**src/hw/tim_defines.svh**
```systemverilog
// Constants for the timer input measurement channel
`ifndef TIM_DEFINES_SVH
`define TIM_DEFINES_SVH

// Register byte offsets
`define TIM_OFS_MODE    4'h0
`define TIM_OFS_CLKCFG  4'h4
`define TIM_OFS_VALUE   4'h8
`define TIM_OFS_STATUS  4'hc

// Mode encodings held in the mode register
`define TIM_MODE_PER_RISE 3'h2
`define TIM_MODE_PER_FALL 3'h3
`define TIM_MODE_DUTY     3'h4
`define TIM_MODE_CNT      3'h5
`define TIM_MODE_DEB      3'h6

// Field layout
`define TIM_MODE_LSB     0
`define TIM_MODE_MSB     2
`define TIM_BASE_LSB     0
`define TIM_BASE_MSB     2
`define TIM_DIV_LSB      8
`define TIM_DIV_MSB      15
`define TIM_DEB_LEN_LSB  0
`define TIM_DEB_LEN_MSB  7
`define TIM_DEB_POL_BIT  8
`define TIM_HALF_W       16

// Reset values
`define TIM_MODE_RST   3'h2
`define TIM_BASE_RST   3'h0
`define TIM_DIV_RST    8'h01
`define TIM_SAT16      16'hffff
`define TIM_ZERO32     32'h00000000

// Timing: 50 MHz system clock, base prescales and debounce tick
`define TIM_CLK_HZ       50000000
`define TIM_DEB_TICK_MS  16
`define TIM_DEB_TICK_CYC ((`TIM_CLK_HZ / 1000) * `TIM_DEB_TICK_MS)
`define TIM_BASE_PRE0    2
`define TIM_BASE_PRE1    5
`define TIM_BASE_PRE2    10
`define TIM_BASE_PRE3    50

// AXI responses
`define TIM_RESP_OKAY    2'h0
`define TIM_RESP_SLVERR  2'h2

`endif

```
**src/hw/tim_pkg.sv**
```systemverilog
// Types for the timer input measurement channel
`default_nettype none
package tim_pkg;
  typedef enum logic [1:0] {
    TIM_DEB_ARMED,
    TIM_DEB_HOLD
  } tim_deb_state_type;
endpackage
`default_nettype wire

```
**src/hw/tim_input_meas.sv**
```systemverilog
// Timer channel in input measurement modes with an AXI4-Lite register slave
`include "tim_defines.svh"
`default_nettype none

// Notes on behaviour
// Rising-period mode captures 32-bit tick count between successive rising edges.
// Period result refreshes on every qualifying edge; reads give latest interval.
// Falling-period mode is identical but uses falling edges.
// Writing zero to the value word resets it; reads give zero until an edge, except in duty mode.
// A read paired with a reset returns the value held just before it.
// Duty mode returns high ticks in low half, low ticks in high half.
// Low word updates at high-phase end, high word at low-phase end.
// Duty reset loads 0/65535 if input low, 65535/0 if high.
// Counter mode adds one per rising edge into a 32-bit count.
// Debounce length is setting low byte times 16 ms, plus up to 16 ms.
// Setting bit 8 picks positive edges when set, negative when clear.
// Debounced counter adds one, ignores edges until debounce ends, re-arms.
// Period and duty ticks use the shared divided timer clock.
// Software should keep timer clock under 65535 times signal frequency.
// Debounced mode suits signals slower than 10 Hz.
// Divider field 0-255; zero divides by 256, else by its value.
// Duty high and low counters saturate at 65535 instead of wrapping.
module tim_input_meas (
  // Clock and reset
  input wire logic MCLK_IN,
  input wire logic SYS_RST_IN,
  // Measured pin
  input wire logic MEAS_PIN_IN,
  // AXI4-Lite write address
  input wire logic S_AXI_AWVALID_IN,
  output logic S_AXI_AWREADY_OUT,
  input wire logic [3:0] S_AXI_AWADDR_IN,
  // AXI4-Lite write data
  input wire logic S_AXI_WVALID_IN,
  output logic S_AXI_WREADY_OUT,
  input wire logic [31:0] S_AXI_WDATA_IN,
  input wire logic [3:0] S_AXI_WSTRB_IN,
  // AXI4-Lite write response
  output logic S_AXI_BVALID_OUT,
  input wire logic S_AXI_BREADY_IN,
  output logic [1:0] S_AXI_BRESP_OUT,
  // AXI4-Lite read address
  input wire logic S_AXI_ARVALID_IN,
  output logic S_AXI_ARREADY_OUT,
  input wire logic [3:0] S_AXI_ARADDR_IN,
  // AXI4-Lite read data
  output logic S_AXI_RVALID_OUT,
  input wire logic S_AXI_RREADY_IN,
  output logic [31:0] S_AXI_RDATA_OUT,
  output logic [1:0] S_AXI_RRESP_OUT
);
  //--------------------------------------------------------------------
  // Declarations
  //--------------------------------------------------------------------
  logic aw_ff, nxt_aw, w_ff, nxt_w, bvalid_ff, nxt_bvalid, arready_ff, nxt_arready;
  logic rvalid_ff, nxt_rvalid, tick_ff, nxt_tick, pin_d_ff, nxt_pin_d;
  logic [3:0] awaddr_ff, nxt_awaddr;
  logic [31:0] wdata_ff, nxt_wdata, rdata_ff, nxt_rdata;
  logic [1:0] bresp_ff, nxt_bresp, rresp_ff, nxt_rresp;
  logic [2:0] mode_ff, nxt_mode, timer_base_select_ff, nxt_timer_base_select;
  logic [7:0] timer_clock_divider_ff, nxt_timer_clock_divider, div_cnt_ff, nxt_div_cnt;
  logic [15:0] channel_setting_word_ff, nxt_channel_setting_word;
  logic [5:0] pre_cnt_ff, nxt_pre_cnt;
  logic [31:0] per_acc_ff, nxt_per_acc, per_now, value_ff, nxt_value;
  logic [15:0] phase_acc_ff, nxt_phase_acc, phase_now;
  tim_pkg::tim_deb_state_type deb_st_ff, nxt_deb_st;
  logic [19:0] deb_tick_ff, nxt_deb_tick;
  logic [8:0] deb_left_ff, nxt_deb_left;
  logic wr_go, value_wr, value_clr, rise, fall;
  // Saturating 16-bit increment shared by duty phase counter paths
  function automatic logic [15:0] sat_inc(input logic [15:0] v);
    sat_inc = (v == `TIM_SAT16) ? v : v + 16'h0001;
  endfunction
  // Prescale count per base selection; fixed bases ignore the divider
  function automatic logic [5:0] pre_limit(input logic [2:0] sel);
    case (sel[1:0])
      2'h0: pre_limit = 6'(`TIM_BASE_PRE0 - 1);
      2'h1: pre_limit = 6'(`TIM_BASE_PRE1 - 1);
      2'h2: pre_limit = 6'(`TIM_BASE_PRE2 - 1);
      default: pre_limit = 6'(`TIM_BASE_PRE3 - 1);
    endcase
  endfunction
  assign wr_go = aw_ff && w_ff && !bvalid_ff;
  assign value_wr = wr_go && (awaddr_ff == `TIM_OFS_VALUE);
  // zero write resets
  assign value_clr = value_wr && (wdata_ff == `TIM_ZERO32);
  assign rise = MEAS_PIN_IN && !pin_d_ff;
  assign fall = !MEAS_PIN_IN && pin_d_ff;
  // A tick in the edge cycle belongs to the interval that the edge closes, else phase skews it
  assign per_now = per_acc_ff + {31'h0, tick_ff};
  assign phase_now = tick_ff ? sat_inc(phase_acc_ff) : phase_acc_ff;
  //--------------------------------------------------------------------
  // AXI4-Lite slave
  //--------------------------------------------------------------------
  // Address and data are latched independently, so either may come first
  always_comb begin
    nxt_aw = aw_ff;
    nxt_w = w_ff;
    nxt_awaddr = awaddr_ff;
    nxt_wdata = wdata_ff;
    nxt_bvalid = bvalid_ff;
    nxt_bresp = bresp_ff;
    nxt_arready = arready_ff;
    nxt_rvalid = rvalid_ff;
    nxt_rdata = rdata_ff;
    nxt_rresp = rresp_ff;
    nxt_mode = mode_ff;
    nxt_timer_base_select = timer_base_select_ff;
    nxt_timer_clock_divider = timer_clock_divider_ff;
    nxt_channel_setting_word = channel_setting_word_ff;
    if (S_AXI_AWVALID_IN && !aw_ff) begin
      nxt_aw = 1'b1;
      nxt_awaddr = {S_AXI_AWADDR_IN[3:2], 2'h0};
    end
    if (S_AXI_WVALID_IN && !w_ff) begin
      nxt_w = 1'b1;
      nxt_wdata = S_AXI_WDATA_IN;
    end
    if (wr_go) begin
      nxt_aw = 1'b0;
      nxt_w = 1'b0;
      nxt_bvalid = 1'b1;
      nxt_bresp = `TIM_RESP_OKAY;
      case (awaddr_ff)
        `TIM_OFS_MODE: nxt_mode = wdata_ff[`TIM_MODE_MSB:`TIM_MODE_LSB];
        `TIM_OFS_CLKCFG: begin
          nxt_timer_base_select = wdata_ff[`TIM_BASE_MSB:`TIM_BASE_LSB];
          nxt_timer_clock_divider = wdata_ff[`TIM_DIV_MSB:`TIM_DIV_LSB];
        end
        `TIM_OFS_VALUE: nxt_channel_setting_word = wdata_ff[15:0];
        // Status is read-only, so it is refused along with unmapped words
        default: nxt_bresp = `TIM_RESP_SLVERR;
      endcase
    end
    if (bvalid_ff && S_AXI_BREADY_IN) begin
      nxt_bvalid = 1'b0;
    end
    // read snapshot before reset; ready stays low while read data is pending
    if (S_AXI_ARVALID_IN && arready_ff) begin
      nxt_arready = 1'b0;
      nxt_rvalid = 1'b1;
      nxt_rresp = `TIM_RESP_OKAY;
      nxt_rdata = `TIM_ZERO32;
      case ({S_AXI_ARADDR_IN[3:2], 2'h0})
        `TIM_OFS_MODE: nxt_rdata = {29'h0, mode_ff};
        `TIM_OFS_CLKCFG: nxt_rdata = {16'h0, timer_clock_divider_ff, 5'h0, timer_base_select_ff};
        `TIM_OFS_VALUE: nxt_rdata = value_ff;
        `TIM_OFS_STATUS: nxt_rdata = {21'h0, deb_st_ff == tim_pkg::TIM_DEB_HOLD,
                                      deb_left_ff, MEAS_PIN_IN};
        default: nxt_rresp = `TIM_RESP_SLVERR;
      endcase
    end
    if (rvalid_ff && S_AXI_RREADY_IN) begin
      nxt_rvalid = 1'b0;
      nxt_arready = 1'b1;
    end
  end
  // Bus state registers
  always_ff @(posedge MCLK_IN) begin
    if (SYS_RST_IN) begin
      aw_ff <= 1'b0;
      w_ff <= 1'b0;
      awaddr_ff <= 4'h0;
      wdata_ff <= 32'h0;
      bvalid_ff <= 1'b0;
      bresp_ff <= `TIM_RESP_OKAY;
      arready_ff <= 1'b1;
      rvalid_ff <= 1'b0;
      rdata_ff <= 32'h0;
      rresp_ff <= `TIM_RESP_OKAY;
      mode_ff <= `TIM_MODE_RST;
      timer_base_select_ff <= `TIM_BASE_RST;
      timer_clock_divider_ff <= `TIM_DIV_RST;
      channel_setting_word_ff <= 16'h0;
    end else begin
      aw_ff <= nxt_aw;
      w_ff <= nxt_w;
      awaddr_ff <= nxt_awaddr;
      wdata_ff <= nxt_wdata;
      bvalid_ff <= nxt_bvalid;
      bresp_ff <= nxt_bresp;
      arready_ff <= nxt_arready;
      rvalid_ff <= nxt_rvalid;
      rdata_ff <= nxt_rdata;
      rresp_ff <= nxt_rresp;
      mode_ff <= nxt_mode;
      timer_base_select_ff <= nxt_timer_base_select;
      timer_clock_divider_ff <= nxt_timer_clock_divider;
      channel_setting_word_ff <= nxt_channel_setting_word;
    end
  end
  //--------------------------------------------------------------------
  // Timer clock: base prescale then optional divider, as an enable pulse
  //--------------------------------------------------------------------
  always_comb begin
    nxt_pre_cnt = pre_cnt_ff + 6'h01;
    nxt_div_cnt = div_cnt_ff;
    nxt_tick = 1'b0;
    if (pre_cnt_ff >= pre_limit(timer_base_select_ff)) begin
      nxt_pre_cnt = 6'h00;
      if (!timer_base_select_ff[2]) begin
        nxt_tick = 1'b1;
      end else begin
        // zero divides by 256
        nxt_div_cnt = div_cnt_ff + 8'h01;
        if (div_cnt_ff + 8'h01 == timer_clock_divider_ff) begin
          nxt_div_cnt = 8'h00;
          nxt_tick = 1'b1;
        end
      end
    end
  end
  // Divider registers
  always_ff @(posedge MCLK_IN) begin
    if (SYS_RST_IN) begin
      pre_cnt_ff <= 6'h00;
      div_cnt_ff <= 8'h00;
      tick_ff <= 1'b0;
    end else begin
      pre_cnt_ff <= nxt_pre_cnt;
      div_cnt_ff <= nxt_div_cnt;
      tick_ff <= nxt_tick;
    end
  end
  //--------------------------------------------------------------------
  // Measurement engine
  //--------------------------------------------------------------------
  // Value word is the only result register; mode picks how edges feed it
  always_comb begin
    nxt_pin_d = MEAS_PIN_IN;
    nxt_per_acc = per_acc_ff;
    nxt_value = value_ff;
    nxt_phase_acc = phase_acc_ff;
    nxt_deb_st = deb_st_ff;
    nxt_deb_tick = deb_tick_ff;
    nxt_deb_left = deb_left_ff;
    case (mode_ff)
      `TIM_MODE_PER_RISE, `TIM_MODE_PER_FALL: begin
        // count divided ticks
        nxt_per_acc = per_now;
        // capture on chosen edge
        if ((mode_ff == `TIM_MODE_PER_RISE) ? rise : fall) begin
          nxt_value = per_now;
          nxt_per_acc = `TIM_ZERO32;
        end
      end
      `TIM_MODE_DUTY: begin
        // saturating phase count
        nxt_phase_acc = phase_now;
        // high ticks low half, low ticks high half
        if (fall) begin
          nxt_value[`TIM_HALF_W-1:0] = phase_now;
          nxt_phase_acc = 16'h0;
        end else if (rise) begin
          nxt_value[31:`TIM_HALF_W] = phase_now;
          nxt_phase_acc = 16'h0;
        end
      end
      `TIM_MODE_CNT: begin
        // count rising edges
        if (rise) begin
          nxt_value = value_ff + 32'h1;
        end
      end
      `TIM_MODE_DEB: begin
        nxt_deb_tick = deb_tick_ff + 20'h1;
        if (deb_tick_ff == 20'(`TIM_DEB_TICK_CYC - 1)) begin
          nxt_deb_tick = 20'h0;
        end
        case (deb_st_ff)
          tim_pkg::TIM_DEB_ARMED: begin
            // count chosen edge
            if (channel_setting_word_ff[`TIM_DEB_POL_BIT] ? rise : fall) begin
              nxt_value = value_ff + 32'h1;
              nxt_deb_st = tim_pkg::TIM_DEB_HOLD;
              // low byte plus partial tick
              nxt_deb_left = {1'b0, channel_setting_word_ff[`TIM_DEB_LEN_MSB:`TIM_DEB_LEN_LSB]}
                             + 9'h1;
            end
          end
          tim_pkg::TIM_DEB_HOLD: begin
            if (deb_tick_ff == 20'(`TIM_DEB_TICK_CYC - 1)) begin
              nxt_deb_left = deb_left_ff - 9'h1;
              if (deb_left_ff == 9'h1) begin
                nxt_deb_st = tim_pkg::TIM_DEB_ARMED;
              end
            end
          end
          default: nxt_deb_st = tim_pkg::TIM_DEB_ARMED;
        endcase
      end
      default: nxt_value = value_ff;
    endcase
    // reset beats same-cycle edge
    if (value_clr) begin
      nxt_per_acc = `TIM_ZERO32;
      nxt_phase_acc = 16'h0;
      nxt_deb_st = tim_pkg::TIM_DEB_ARMED;
      nxt_deb_left = 9'h0;
      if (mode_ff == `TIM_MODE_DUTY) begin
        nxt_value = MEAS_PIN_IN ? {16'h0, `TIM_SAT16} : {`TIM_SAT16, 16'h0};
      end else begin
        nxt_value = `TIM_ZERO32;
      end
    end
  end
  // Measurement registers
  always_ff @(posedge MCLK_IN) begin
    if (SYS_RST_IN) begin
      pin_d_ff <= 1'b0;
      per_acc_ff <= `TIM_ZERO32;
      value_ff <= `TIM_ZERO32;
      phase_acc_ff <= 16'h0;
      deb_st_ff <= tim_pkg::TIM_DEB_ARMED;
      deb_tick_ff <= 20'h0;
      deb_left_ff <= 9'h0;
    end else begin
      pin_d_ff <= nxt_pin_d;
      per_acc_ff <= nxt_per_acc;
      value_ff <= nxt_value;
      phase_acc_ff <= nxt_phase_acc;
      deb_st_ff <= nxt_deb_st;
      deb_tick_ff <= nxt_deb_tick;
      deb_left_ff <= nxt_deb_left;
    end
  end
  // Outputs straight from flip-flops
  assign S_AXI_AWREADY_OUT = !aw_ff;
  assign S_AXI_WREADY_OUT = !w_ff;
  assign S_AXI_BVALID_OUT = bvalid_ff;
  assign S_AXI_BRESP_OUT = bresp_ff;
  assign S_AXI_ARREADY_OUT = arready_ff;
  assign S_AXI_RVALID_OUT = rvalid_ff;
  assign S_AXI_RDATA_OUT = rdata_ff;
  assign S_AXI_RRESP_OUT = rresp_ff;

endmodule
`default_nettype wire

```
**config.mk**
```make
export PLATFORM = sky130hd
export DESIGN_NAME = tim_input_meas
export DESIGN_NICKNAME = d
export VERILOG_FILES = /design/src/hw/tim_pkg.sv /design/src/hw/tim_input_meas.sv
export VERILOG_INCLUDE_DIRS = /design/src /design/src/hw
export SDC_FILE = /design/constraint.sdc
export NUM_CORES = 1
export LEC_CHECK = 0
export BUFFER_PORTS_ARGS = -buffer_cell sky130_fd_sc_hd__buf_2
export CORE_MARGIN = 1
export CORE_UTILIZATION = 40
export CTS_BUF_LIST = sky130_fd_sc_hd__clkbuf_16
export CTS_CLUSTER_DIAMETER = 100
export DETAILED_ROUTE_END_ITERATION = 16
export PLACE_DENSITY = 0.58
export SLEW_MARGIN = 20
export SYNTH_ARGS = -nofsm -noshare
export SYNTH_HDL_FRONTEND = slang
export SYNTH_SLANG_ARGS = --single-unit
```
**constraint.sdc**
```tcl
create_clock -name MCLK_IN -period 6.87 [get_ports MCLK_IN]
set_input_delay 1.374 -clock MCLK_IN [delete_from_list [all_inputs] [get_ports MCLK_IN]]
set_output_delay 1.374 -clock MCLK_IN [all_outputs]
set_load 0.01 [all_outputs]
```
==> metrics.txt, run 1 <==
# TYPE chip_impl_metric gauge
chip_impl_metric{name="synth.avg_cell_area",unit="um2"} 8.014
chip_impl_metric{name="fp.dieH",unit="um"} 172.3
chip_impl_info{name="reg2reg_from",value="tick_ff"} 1
chip_impl_metric{name="fin_cells",unit=""} 1870
chip_impl_info{name="critical_path_class",value="input port to flop"} 1
chip_impl_metric{name="power_frac_clock",unit="%"} 46.5
chip_impl_metric{name="io-pin-count",unit=""} 93
chip_impl_info{name="mostFrequentLayoutCell",value="sky130_fd_sc_hd__dfxtp_1"} 1
chip_impl_info{name="tritoncts_clock_tree",value="yes"} 1
chip_impl_info{name="layout.cells.most_common_list",value="221 x sky130_fd_sc_hd__dfxtp_1, 184 x sky130_fd_sc_hd__nand2_1, 145 x sky130_fd_sc_hd__nor2_1"} 1
chip_impl_metric{name="worst_setup_hold_path_clk_slew",unit="ns"} 0.06
chip_impl_metric{name="die_area",unit="um2"} 29700
chip_impl_info{name="worst_setup_path_start_kind",value="input port"} 1
chip_impl_metric{name="grt_max_degree",unit=""} 77
chip_impl_metric{name="area_growth_from_synthesis_to_final_layout",unit="%"} 12.51
chip_impl_metric{name="final-setup-viol-count",unit=""} 0
chip_impl_info{name="crit_path_cell_trace",value="buf_2 > or2b_1 > mux2i_4 > a221o_2 > mux2i_1 > a221oi_1 > a21oi_1"} 1
chip_impl_metric{name="drt_drc_violations_left",unit=""} 0
chip_impl_metric{name="multi_input_comb_area",unit="um2"} 6766
chip_impl_metric{name="die_w",unit="um"} 172.3
chip_impl_metric{name="gp_congestion",unit=""} 0.8454
chip_impl_info{name="yosys_most_used_dff",value="sky130_fd_sc_hd__dfxtp_1"} 1
chip_impl_metric{name="critPathMaxFanout",unit=""} 28
chip_impl_metric{name="clock_skews",unit="ns"} 0.009148
chip_impl_metric{name="global_route.usage.total",unit="%"} 22.12
chip_impl_metric{name="detailedPlacementHpwl",unit="mm"} 22.74
chip_impl_metric{name="synth-edff-count",unit=""} 0
chip_impl_metric{name="antenna_violating_nets_post_route",unit=""} 0
chip_impl_metric{name="power.sequential.fraction",unit="%"} 45.2
chip_impl_metric{name="syn-cell-area",unit="um2"} 11600
chip_impl_metric{name="clock_sink_count",unit=""} 221
chip_impl_metric{name="hold-path-cell-count",unit=""} 2
chip_impl_metric{name="drt-initial-drc-count",unit=""} 849
chip_impl_metric{name="worst-path-buf-inv",unit=""} 1
chip_impl_metric{name="power.leakage",unit="uW"} 0.004712
chip_impl_metric{name="fin_worst_hold_slack",unit="ns"} 0.4542
chip_impl_metric{name="timing.final.hold_violations",unit=""} 0
chip_impl_metric{name="grt_antenna_before_repair",unit=""} 1
chip_impl_metric{name="cts_hold_repair.buffers",unit=""} 0
chip_impl_metric{name="fp-row-count",unit=""} 61
chip_impl_metric{name="worst_pin_slew",unit="ns"} 1.090
chip_impl_metric{name="synth_seq_cells",unit=""} 221
chip_impl_info{name="worst_hold_path_type",value="flop to flop"} 1
chip_impl_metric{name="regToRegSetupSlack",unit="ns"} 3.61
chip_impl_metric{name="synth_cells",unit=""} 1448
chip_impl_metric{name="synth_sequential_area_ratio",unit="%"} 38.12
chip_impl_metric{name="total_power",unit="uW"} 3066
chip_impl_info{name="type_of_destination_of_the_critical_path",value="flop"} 1
chip_impl_info{name="rsz0062_at_grt",value="false"} 1
chip_impl_metric{name="fin_crit",unit="ns"} 3.421
chip_impl_metric{name="switching_component_of_the_power",unit="uW"} 781.4
chip_impl_metric{name="cp_slowest_stage_delay",unit="ns"} 0.70
chip_impl_info{name="rr_endpoint",value="value_ff[30]"} 1
chip_impl_metric{name="clk_latency",unit="ns"} 0.54
chip_impl_metric{name="num_vias",unit=""} 10690
chip_impl_metric{name="p_int",unit="uW"} 2285
chip_impl_info{name="outcome",value="complete, no violations"} 1
chip_impl_metric{name="cts_made_buffers",unit=""} 27
chip_impl_metric{name="coreArea",unit="um2"} 28160
chip_impl_info{name="clock-root-buffer",value="sky130_fd_sc_hd__clkbuf_16"} 1
chip_impl_metric{name="avgViaCountPerCell",unit=""} 5.716
chip_impl_metric{name="final_design_utilization",unit="%"} 46.36
chip_impl_metric{name="yosysWarningCount",unit=""} 0
chip_impl_metric{name="grt.overflow.total",unit=""} 0
chip_impl_metric{name="cts_resized",unit=""} 0
chip_impl_metric{name="reg2regPathDepth",unit=""} 8
chip_impl_metric{name="totalWireLength",unit="mm"} 32.57
chip_impl_info{name="cpLargestDelayFamily",value="multiplexers"} 1
chip_impl_metric{name="worst_ir_drop_vdd",unit="uV"} 200.9
chip_impl_metric{name="number_of_global_route_vias_before_repair",unit=""} 9718
chip_impl_metric{name="regArea",unit="um2"} 4424
chip_impl_metric{name="slew_headroom",unit="%"} 27.34
chip_impl_metric{name="wl_per_cell",unit="um"} 17.42
chip_impl_metric{name="max_clock_freq",unit="GHz"} 0.2923
chip_impl_metric{name="timing.final.max_slew_violations",unit=""} 0
chip_impl_metric{name="htreeDepth",unit=""} 1
chip_impl_metric{name="crit_path_dat",unit="ns"} 3.83
chip_impl_metric{name="post_route_cells_drive_above_1_share",unit="%"} 11.54
chip_impl_metric{name="post-cts-setup-buffer-count",unit=""} 0
chip_impl_metric{name="maxCapViolCount",unit=""} 0
chip_impl_metric{name="start_util",unit="%"} 41.21
chip_impl_metric{name="power.switching_fraction",unit="%"} 25.48
chip_impl_metric{name="async_reset_ff_share",unit="%"} 0
chip_impl_metric{name="clock_tree.buffer_depth",unit=""} 3
chip_impl_metric{name="fillerInstances",unit=""} 2824
chip_impl_metric{name="fin_tns_setup",unit="ns"} 0
chip_impl_metric{name="worst-endpoint-required",unit="ns"} 7.27
chip_impl_info{name="critical-path-slowest-cell",value="sky130_fd_sc_hd__mux2i_4"} 1
chip_impl_metric{name="fin_nets",unit=""} 1538
chip_impl_metric{name="number_of_search_and_repair_iterations_in_the_first_detailed_routing_pass",unit=""} 5
chip_impl_metric{name="layout_worst_path_cycle_share",unit="%"} 49.79
chip_impl_metric{name="power.density",unit="nW/um2"} 234.9
chip_impl_metric{name="buffer_ports.inserted",unit=""} 81
chip_impl_info{name="hold_path_end",value="wdata_ff[29]"} 1
chip_impl_metric{name="global_route_wire_length_before_repair",unit="mm"} 52.32
chip_impl_metric{name="placedCellCount",unit=""} 1820
chip_impl_metric{name="comb_power_share",unit="%"} 8.4
chip_impl_metric{name="synth_cell_types",unit=""} 80
chip_impl_info{name="worstHoldStart",value="wdata_ff[29]"} 1
## state kept, by name (all words and copies together), names as in the netlist, 3 cells and up
| signal | count |
|---|---|
| timer_base_select_ff | 3 |
| phase_acc_ff | 16 |
| channel_setting_word_ff | 9 |
| pre_cnt_ff | 6 |
| wdata_ff | 32 |
| div_cnt_ff | 8 |
| S_AXI_RDATA_OUT | 32 |
| mode_ff | 3 |
| value_ff | 32 |
| per_acc_ff | 32 |
| deb_tick_ff | 20 |
| deb_left_ff | 9 |
| timer_clock_divider_ff | 8 |
## cells by family after synthesis
group	Yosys count	synth area share [%]
buf+inv	111	4.000
fa+ha+maj	15	1.617
compound gates	344	18.93
other cells	1	0.03231
xor+xnor	102	7.698
mux	32	3.234
flops	221	38.12
simple gates	622	26.36
## per-layer routing
layer	part of all wire (%)	vias to the layer above	GRT usage, %
met5	0	-	0
li1	-	5264	-
met4	2.6	0	6.464
met3	5.2	51	2.495
met2	43	290	33.87
met1	49	5083	32.36
## area by class of cell
type                            instances  area share (%)
Antenna cell                            1         0.01917
Clock buffer                           27           5.175
Clock inverter                         22           1.572
Inverter                               17          0.4887
Multi-Input combinational cell       1118           51.83
Sequential cell                       221           33.89
Tap cell                              378           3.622
Timing Repair Buffer                   86           3.412
## worst max-delay path by stage
stage / cells past startpoint / end / slack (ns) / startpoint
after global routing: 7 / value_ff[22] / 3.32 / MEAS_PIN_IN
after CTS: 7 / value_ff[29] / 3.52 / MEAS_PIN_IN
after global placement: 7 / value_ff[29] / 2.98 / MEAS_PIN_IN
after floorplan: 7 / value_ff[10] / 3.80 / MEAS_PIN_IN
after detailed placement: 7 / value_ff[29] / 2.98 / MEAS_PIN_IN
final: 7 / value_ff[29] / 3.45 / MEAS_PIN_IN
## cell usage after synthesis, types with 5 or more instances
cell type                  instances  area share [%]
sky130_fd_sc_hd__a21oi_1         138             6.0
sky130_fd_sc_hd__a221oi_1         17             1.3
sky130_fd_sc_hd__a22o_1            5            0.38
sky130_fd_sc_hd__a22oi_1          40             2.6
sky130_fd_sc_hd__a31oi_1          16            0.86
sky130_fd_sc_hd__and2_1           12            0.65
sky130_fd_sc_hd__and3_1           23             1.2
sky130_fd_sc_hd__and4_1            9            0.68
sky130_fd_sc_hd__buf_2            19            0.82
sky130_fd_sc_hd__clkbuf_1         67             2.2
sky130_fd_sc_hd__dfxtp_1         221              38
sky130_fd_sc_hd__ha_1             15             1.6
sky130_fd_sc_hd__inv_1            17            0.55
sky130_fd_sc_hd__mux2_2           11             1.1
sky130_fd_sc_hd__mux2i_1          17             1.5
sky130_fd_sc_hd__nand2_1         185             6.0
sky130_fd_sc_hd__nand2b_1          9            0.49
sky130_fd_sc_hd__nand3_1          65             2.8
sky130_fd_sc_hd__nand3b_1         10            0.65
sky130_fd_sc_hd__nand4_1          46             2.5
sky130_fd_sc_hd__nor2_1          146             4.7
sky130_fd_sc_hd__nor2b_1          15            0.81
sky130_fd_sc_hd__nor3_1           29             1.3
sky130_fd_sc_hd__nor4_1           24             1.3
sky130_fd_sc_hd__o211ai_1          6            0.39
sky130_fd_sc_hd__o21ai_0          65             2.8
sky130_fd_sc_hd__o221a_2           6            0.58
sky130_fd_sc_hd__o22ai_1           7            0.38
sky130_fd_sc_hd__or2_2             5            0.27
sky130_fd_sc_hd__or3_1            17            0.92
sky130_fd_sc_hd__or4_1             5            0.32
sky130_fd_sc_hd__xnor2_1          60             4.5
sky130_fd_sc_hd__xor2_1           42             3.2
## power groups by stage
stage	Clock [uW]	Sequential, uW	Combinational, uW
6_report	1420	1390	257
5_1_grt	1510	1390	288
4_1_cts	1450	1380	256
3_5_place_dp	0	1410	254
3_3_place_gp	0	1410	251
2_1_floorplan	0	1390	189
## worst register-to-register path: stages, from the launching register on
cell and delay (ns):
sky130_fd_sc_hd__dfxtp_1 0.60, sky130_fd_sc_hd__ha_1 0.31, sky130_fd_sc_hd__ha_1 0.29, sky130_fd_sc_hd__nand4_1 0.16
sky130_fd_sc_hd__nor4_1 0.93, sky130_fd_sc_hd__nand4_1 0.29, sky130_fd_sc_hd__xnor2_1 0.29, sky130_fd_sc_hd__o221ai_1 0.15
sky130_fd_sc_hd__o22ai_1 0.17
## metrics by stage
step,instance area (um2),setup WS [ns]
2_1_floorplan,11610,3.803
3_3_place_gp,12160,2.982
3_5_place_dp,12170,2.981
4_1_cts,13050,3.523
5_1_grt,13060,3.317
6_report,13060,3.449
Power figures use the tool's default switching activity.
==> run 2, diff against run 1 <==
--- a/config.mk
+++ b/config.mk
@@ -12,7 +12,7 @@
 export CTS_BUF_LIST = sky130_fd_sc_hd__clkbuf_16
 export CTS_CLUSTER_DIAMETER = 100
 export DETAILED_ROUTE_END_ITERATION = 16
-export PLACE_DENSITY = 0.58
+export PLACE_DENSITY = 0.6
 export SLEW_MARGIN = 20
 export SYNTH_ARGS = -nofsm -noshare
 export SYNTH_HDL_FRONTEND = slang
==> constraint.sdc (replaced) <==
create_clock -name MCLK_IN -period 2.8 [get_ports MCLK_IN]
set_input_delay 0.56 -clock MCLK_IN [delete_from_list [all_inputs] [get_ports MCLK_IN]]
set_output_delay 0.56 -clock MCLK_IN [all_outputs]
set_load 0.01 [all_outputs]
==> run 2 against run 1 <==
Non-clock buffer count grew 50. Clock skew grew 0.0036 ns. Critical path depth grew 1.
==> metrics.txt, run 2 (synthesis gave the netlist of run 1 again) <==
# TYPE chip_impl_metric gauge
chip_impl_metric{name="timing.final.hold_violations",unit=""} 0
chip_impl_info{name="reg2reg_from",value="tick_ff"} 1
chip_impl_metric{name="wl_met2",unit="mm"} 14.18
chip_impl_metric{name="fp-row-count",unit=""} 61
chip_impl_metric{name="area_growth_from_synthesis_to_final_layout",unit="%"} 15.46
chip_impl_info{name="mostFrequentLayoutCell",value="sky130_fd_sc_hd__dfxtp_1"} 1
chip_impl_metric{name="cts_made_buffers",unit=""} 27
chip_impl_metric{name="start_util",unit="%"} 41.21
chip_impl_metric{name="io-pin-count",unit=""} 93
chip_impl_info{name="critical-path-slowest-cell",value="sky130_fd_sc_hd__dfxtp_1"} 1
chip_impl_metric{name="layout_worst_path_cycle_share",unit="%"} 91.03
chip_impl_info{name="crit_path_cell_trace",value="ha_1 > ha_1 > and3_1 > nand2_1 > nor3_1 > xor2_1 > a221oi_1 > a21oi_1"} 1
chip_impl_info{name="worst_hold_path_type",value="input port to flop"} 1
chip_impl_info{name="top_routing_layer_used",value="met4"} 1
chip_impl_metric{name="totalWireLength",unit="mm"} 32.68
chip_impl_metric{name="fillerInstances",unit=""} 2780
chip_impl_info{name="rsz0062_at_grt",value="false"} 1
chip_impl_info{name="rr_endpoint",value="value_ff[22]"} 1
chip_impl_metric{name="fp.dieH",unit="um"} 172.3
chip_impl_info{name="critical_path_class",value="flop to flop"} 1
chip_impl_metric{name="gp_congestion",unit=""} 0.8478
chip_impl_metric{name="fin_cells",unit=""} 1917
chip_impl_metric{name="grt_antenna_before_repair",unit=""} 1
chip_impl_metric{name="global_route_wire_length_before_repair",unit="mm"} 52.63
chip_impl_metric{name="detailedPlacementHpwl",unit="mm"} 23.40
chip_impl_metric{name="clock_sink_count",unit=""} 221
chip_impl_metric{name="num_vias",unit=""} 10790
chip_impl_metric{name="post-cts-setup-buffer-count",unit=""} 0
chip_impl_metric{name="crit_path_dat",unit="ns"} 2.96
chip_impl_metric{name="clock_skews",unit="ns"} 0.01273
chip_impl_metric{name="wirelength_met1",unit="mm"} 15.70
chip_impl_metric{name="slew_headroom",unit="%"} 30.11
chip_impl_metric{name="post_route_cells_drive_above_1_share",unit="%"} 14.30
chip_impl_info{name="clock-root-buffer",value="sky130_fd_sc_hd__clkbuf_16"} 1
chip_impl_metric{name="fin_nets",unit=""} 1588
chip_impl_metric{name="reg2regPathDepth",unit=""} 8
chip_impl_metric{name="power.leakage",unit="uW"} 0.004932
chip_impl_metric{name="drt-initial-drc-count",unit=""} 972
chip_impl_metric{name="wl_per_cell",unit="um"} 17.05
chip_impl_metric{name="die_area",unit="um2"} 29700
chip_impl_metric{name="max_clock_freq",unit="GHz"} 0.3923
chip_impl_metric{name="number_of_global_route_vias_before_repair",unit=""} 9973
chip_impl_metric{name="avgViaCountPerCell",unit=""} 5.629
chip_impl_metric{name="worst_ir_drop_vdd",unit="uV"} 391.4
chip_impl_metric{name="critPathMaxFanout",unit=""} 6
chip_impl_metric{name="timing.final.max_slew_violations",unit=""} 0
chip_impl_metric{name="cp_slowest_stage_delay",unit="ns"} 0.39
chip_impl_metric{name="regToRegSetupSlack",unit="ns"} 0.25
chip_impl_info{name="worst_setup_path_start_kind",value="flop"} 1
chip_impl_metric{name="maxCapViolCount",unit=""} 0
chip_impl_metric{name="worst_setup_hold_path_clk_slew",unit="ns"} 0.06
chip_impl_metric{name="grt_max_degree",unit=""} 91
chip_impl_metric{name="worst-endpoint-required",unit="ns"} 3.21
chip_impl_metric{name="grt.overflow.total",unit=""} 0
chip_impl_info{name="outcome",value="complete, no violations"} 1
chip_impl_metric{name="global_route.usage.total",unit="%"} 22.17
chip_impl_metric{name="dr_wl_met3",unit="mm"} 1.663
chip_impl_metric{name="coreArea",unit="um2"} 28160
chip_impl_metric{name="buffer_ports.inserted",unit=""} 81
chip_impl_metric{name="hold-path-cell-count",unit=""} 2
chip_impl_info{name="layout.cells.most_common_list",value="221 x sky130_fd_sc_hd__dfxtp_1, 185 x sky130_fd_sc_hd__nand2_1, 145 x sky130_fd_sc_hd__nor2_1"} 1
chip_impl_metric{name="fin_tns_setup",unit="ns"} 0
chip_impl_metric{name="placedCellCount",unit=""} 1870
chip_impl_metric{name="cts_resized",unit=""} 0
chip_impl_metric{name="final-setup-viol-count",unit=""} 0
chip_impl_metric{name="clock_tree.buffer_depth",unit=""} 3
chip_impl_metric{name="worst-path-buf-inv",unit=""} 0
chip_impl_info{name="hold_path_end",value="aw_ff"} 1
chip_impl_metric{name="cts_hold_repair.buffers",unit=""} 0
chip_impl_metric{name="power.density",unit="nW/um2"} 553.3
chip_impl_metric{name="number_of_search_and_repair_iterations_in_the_first_detailed_routing_pass",unit=""} 5
chip_impl_info{name="type_of_destination_of_the_critical_path",value="flop"} 1
chip_impl_metric{name="clk_latency",unit="ns"} 0.53
chip_impl_info{name="worstHoldStart",value="S_AXI_AWVALID_IN"} 1
chip_impl_metric{name="htreeDepth",unit=""} 1
chip_impl_metric{name="die_w",unit="um"} 172.3
chip_impl_info{name="tritoncts_clock_tree",value="yes"} 1
chip_impl_metric{name="drt_drc_violations_left",unit=""} 0
chip_impl_metric{name="worst_pin_slew",unit="ns"} 1.048
chip_impl_info{name="critical-path-top-cell-by-count",value="sky130_fd_sc_hd__ha_1"} 1
chip_impl_metric{name="fin_crit",unit="ns"} 2.549
chip_impl_metric{name="antenna_violating_nets_post_route",unit=""} 0
chip_impl_info{name="cpLargestDelayFamily",value="simple AND/OR/NAND/NOR gates"} 1
[run 2: cell count changes in the layout (fill, tap and decap cells not counted), sizes merged]
cell and change:
bufinv -1, clkinv +5, buf +50, inv -7
[run 2: layer usage]
layer,up-vias,track usage [%]
li1,5369,-
met1,5065,31.23
met2,283,34.66
met3,73,2.861
met4,0,7.541
met5,-,0
[run 2: stage by stage]
stage               area (um2)  hold slack [ns]  util, %  setup WS, ns  total power, uW
global route             13400           0.2459    47.57      0.004101             7703
finish                   13400           0.2587    47.58        0.2510             7414
floorplan                11610           0.4297        -        0.5341             3871
detailed placement       12550           0.4453    44.57        0.2861             4121
CTS                      13390           0.2405    47.56        0.2860             7486
global placement         12550           0.4384    44.57        0.3126             4108
[run 2: power breakdown]
group | internal, uW | leakage, uW | switching [uW] | total [uW]
logic | 275 | 0.00271 | 416 | 691
registers | 3250 | 0.00179 | 115 | 3370
clock network | 2010 | 0.000425 | 1340 | 3360
[run 2: area by class of cell]
class | instances | area, um2 | share of cell area [%]
multi-input combinational | 1118 | 6748 | 50.36
clock inverter | 19 | 166.4 | 1.242
sequential | 221 | 4424 | 33.02
tap | 378 | 473.0 | 3.530
timing repair buffer | 136 | 845.8 | 6.312
clock buffer | 27 | 675.6 | 5.042
inverter | 17 | 63.81 | 0.4762
antenna | 1 | 2.502 | 0.01868
[run 2: worst max-delay path by stage]
stage / endpoint / slack (ns) / start / depth (start not counted)
after floorplan: per_acc_ff[30] / 0.53 / tick_ff / 7
after CTS: value_ff[26] / 0.29 / tick_ff / 8
after global placement: value_ff[10] / 0.31 / MEAS_PIN_IN / 7
final: value_ff[22] / 0.25 / tick_ff / 8
after detailed placement: value_ff[8] / 0.29 / MEAS_PIN_IN / 7
after global routing: value_ff[25] / 0.004 / mode_ff[2] / 5
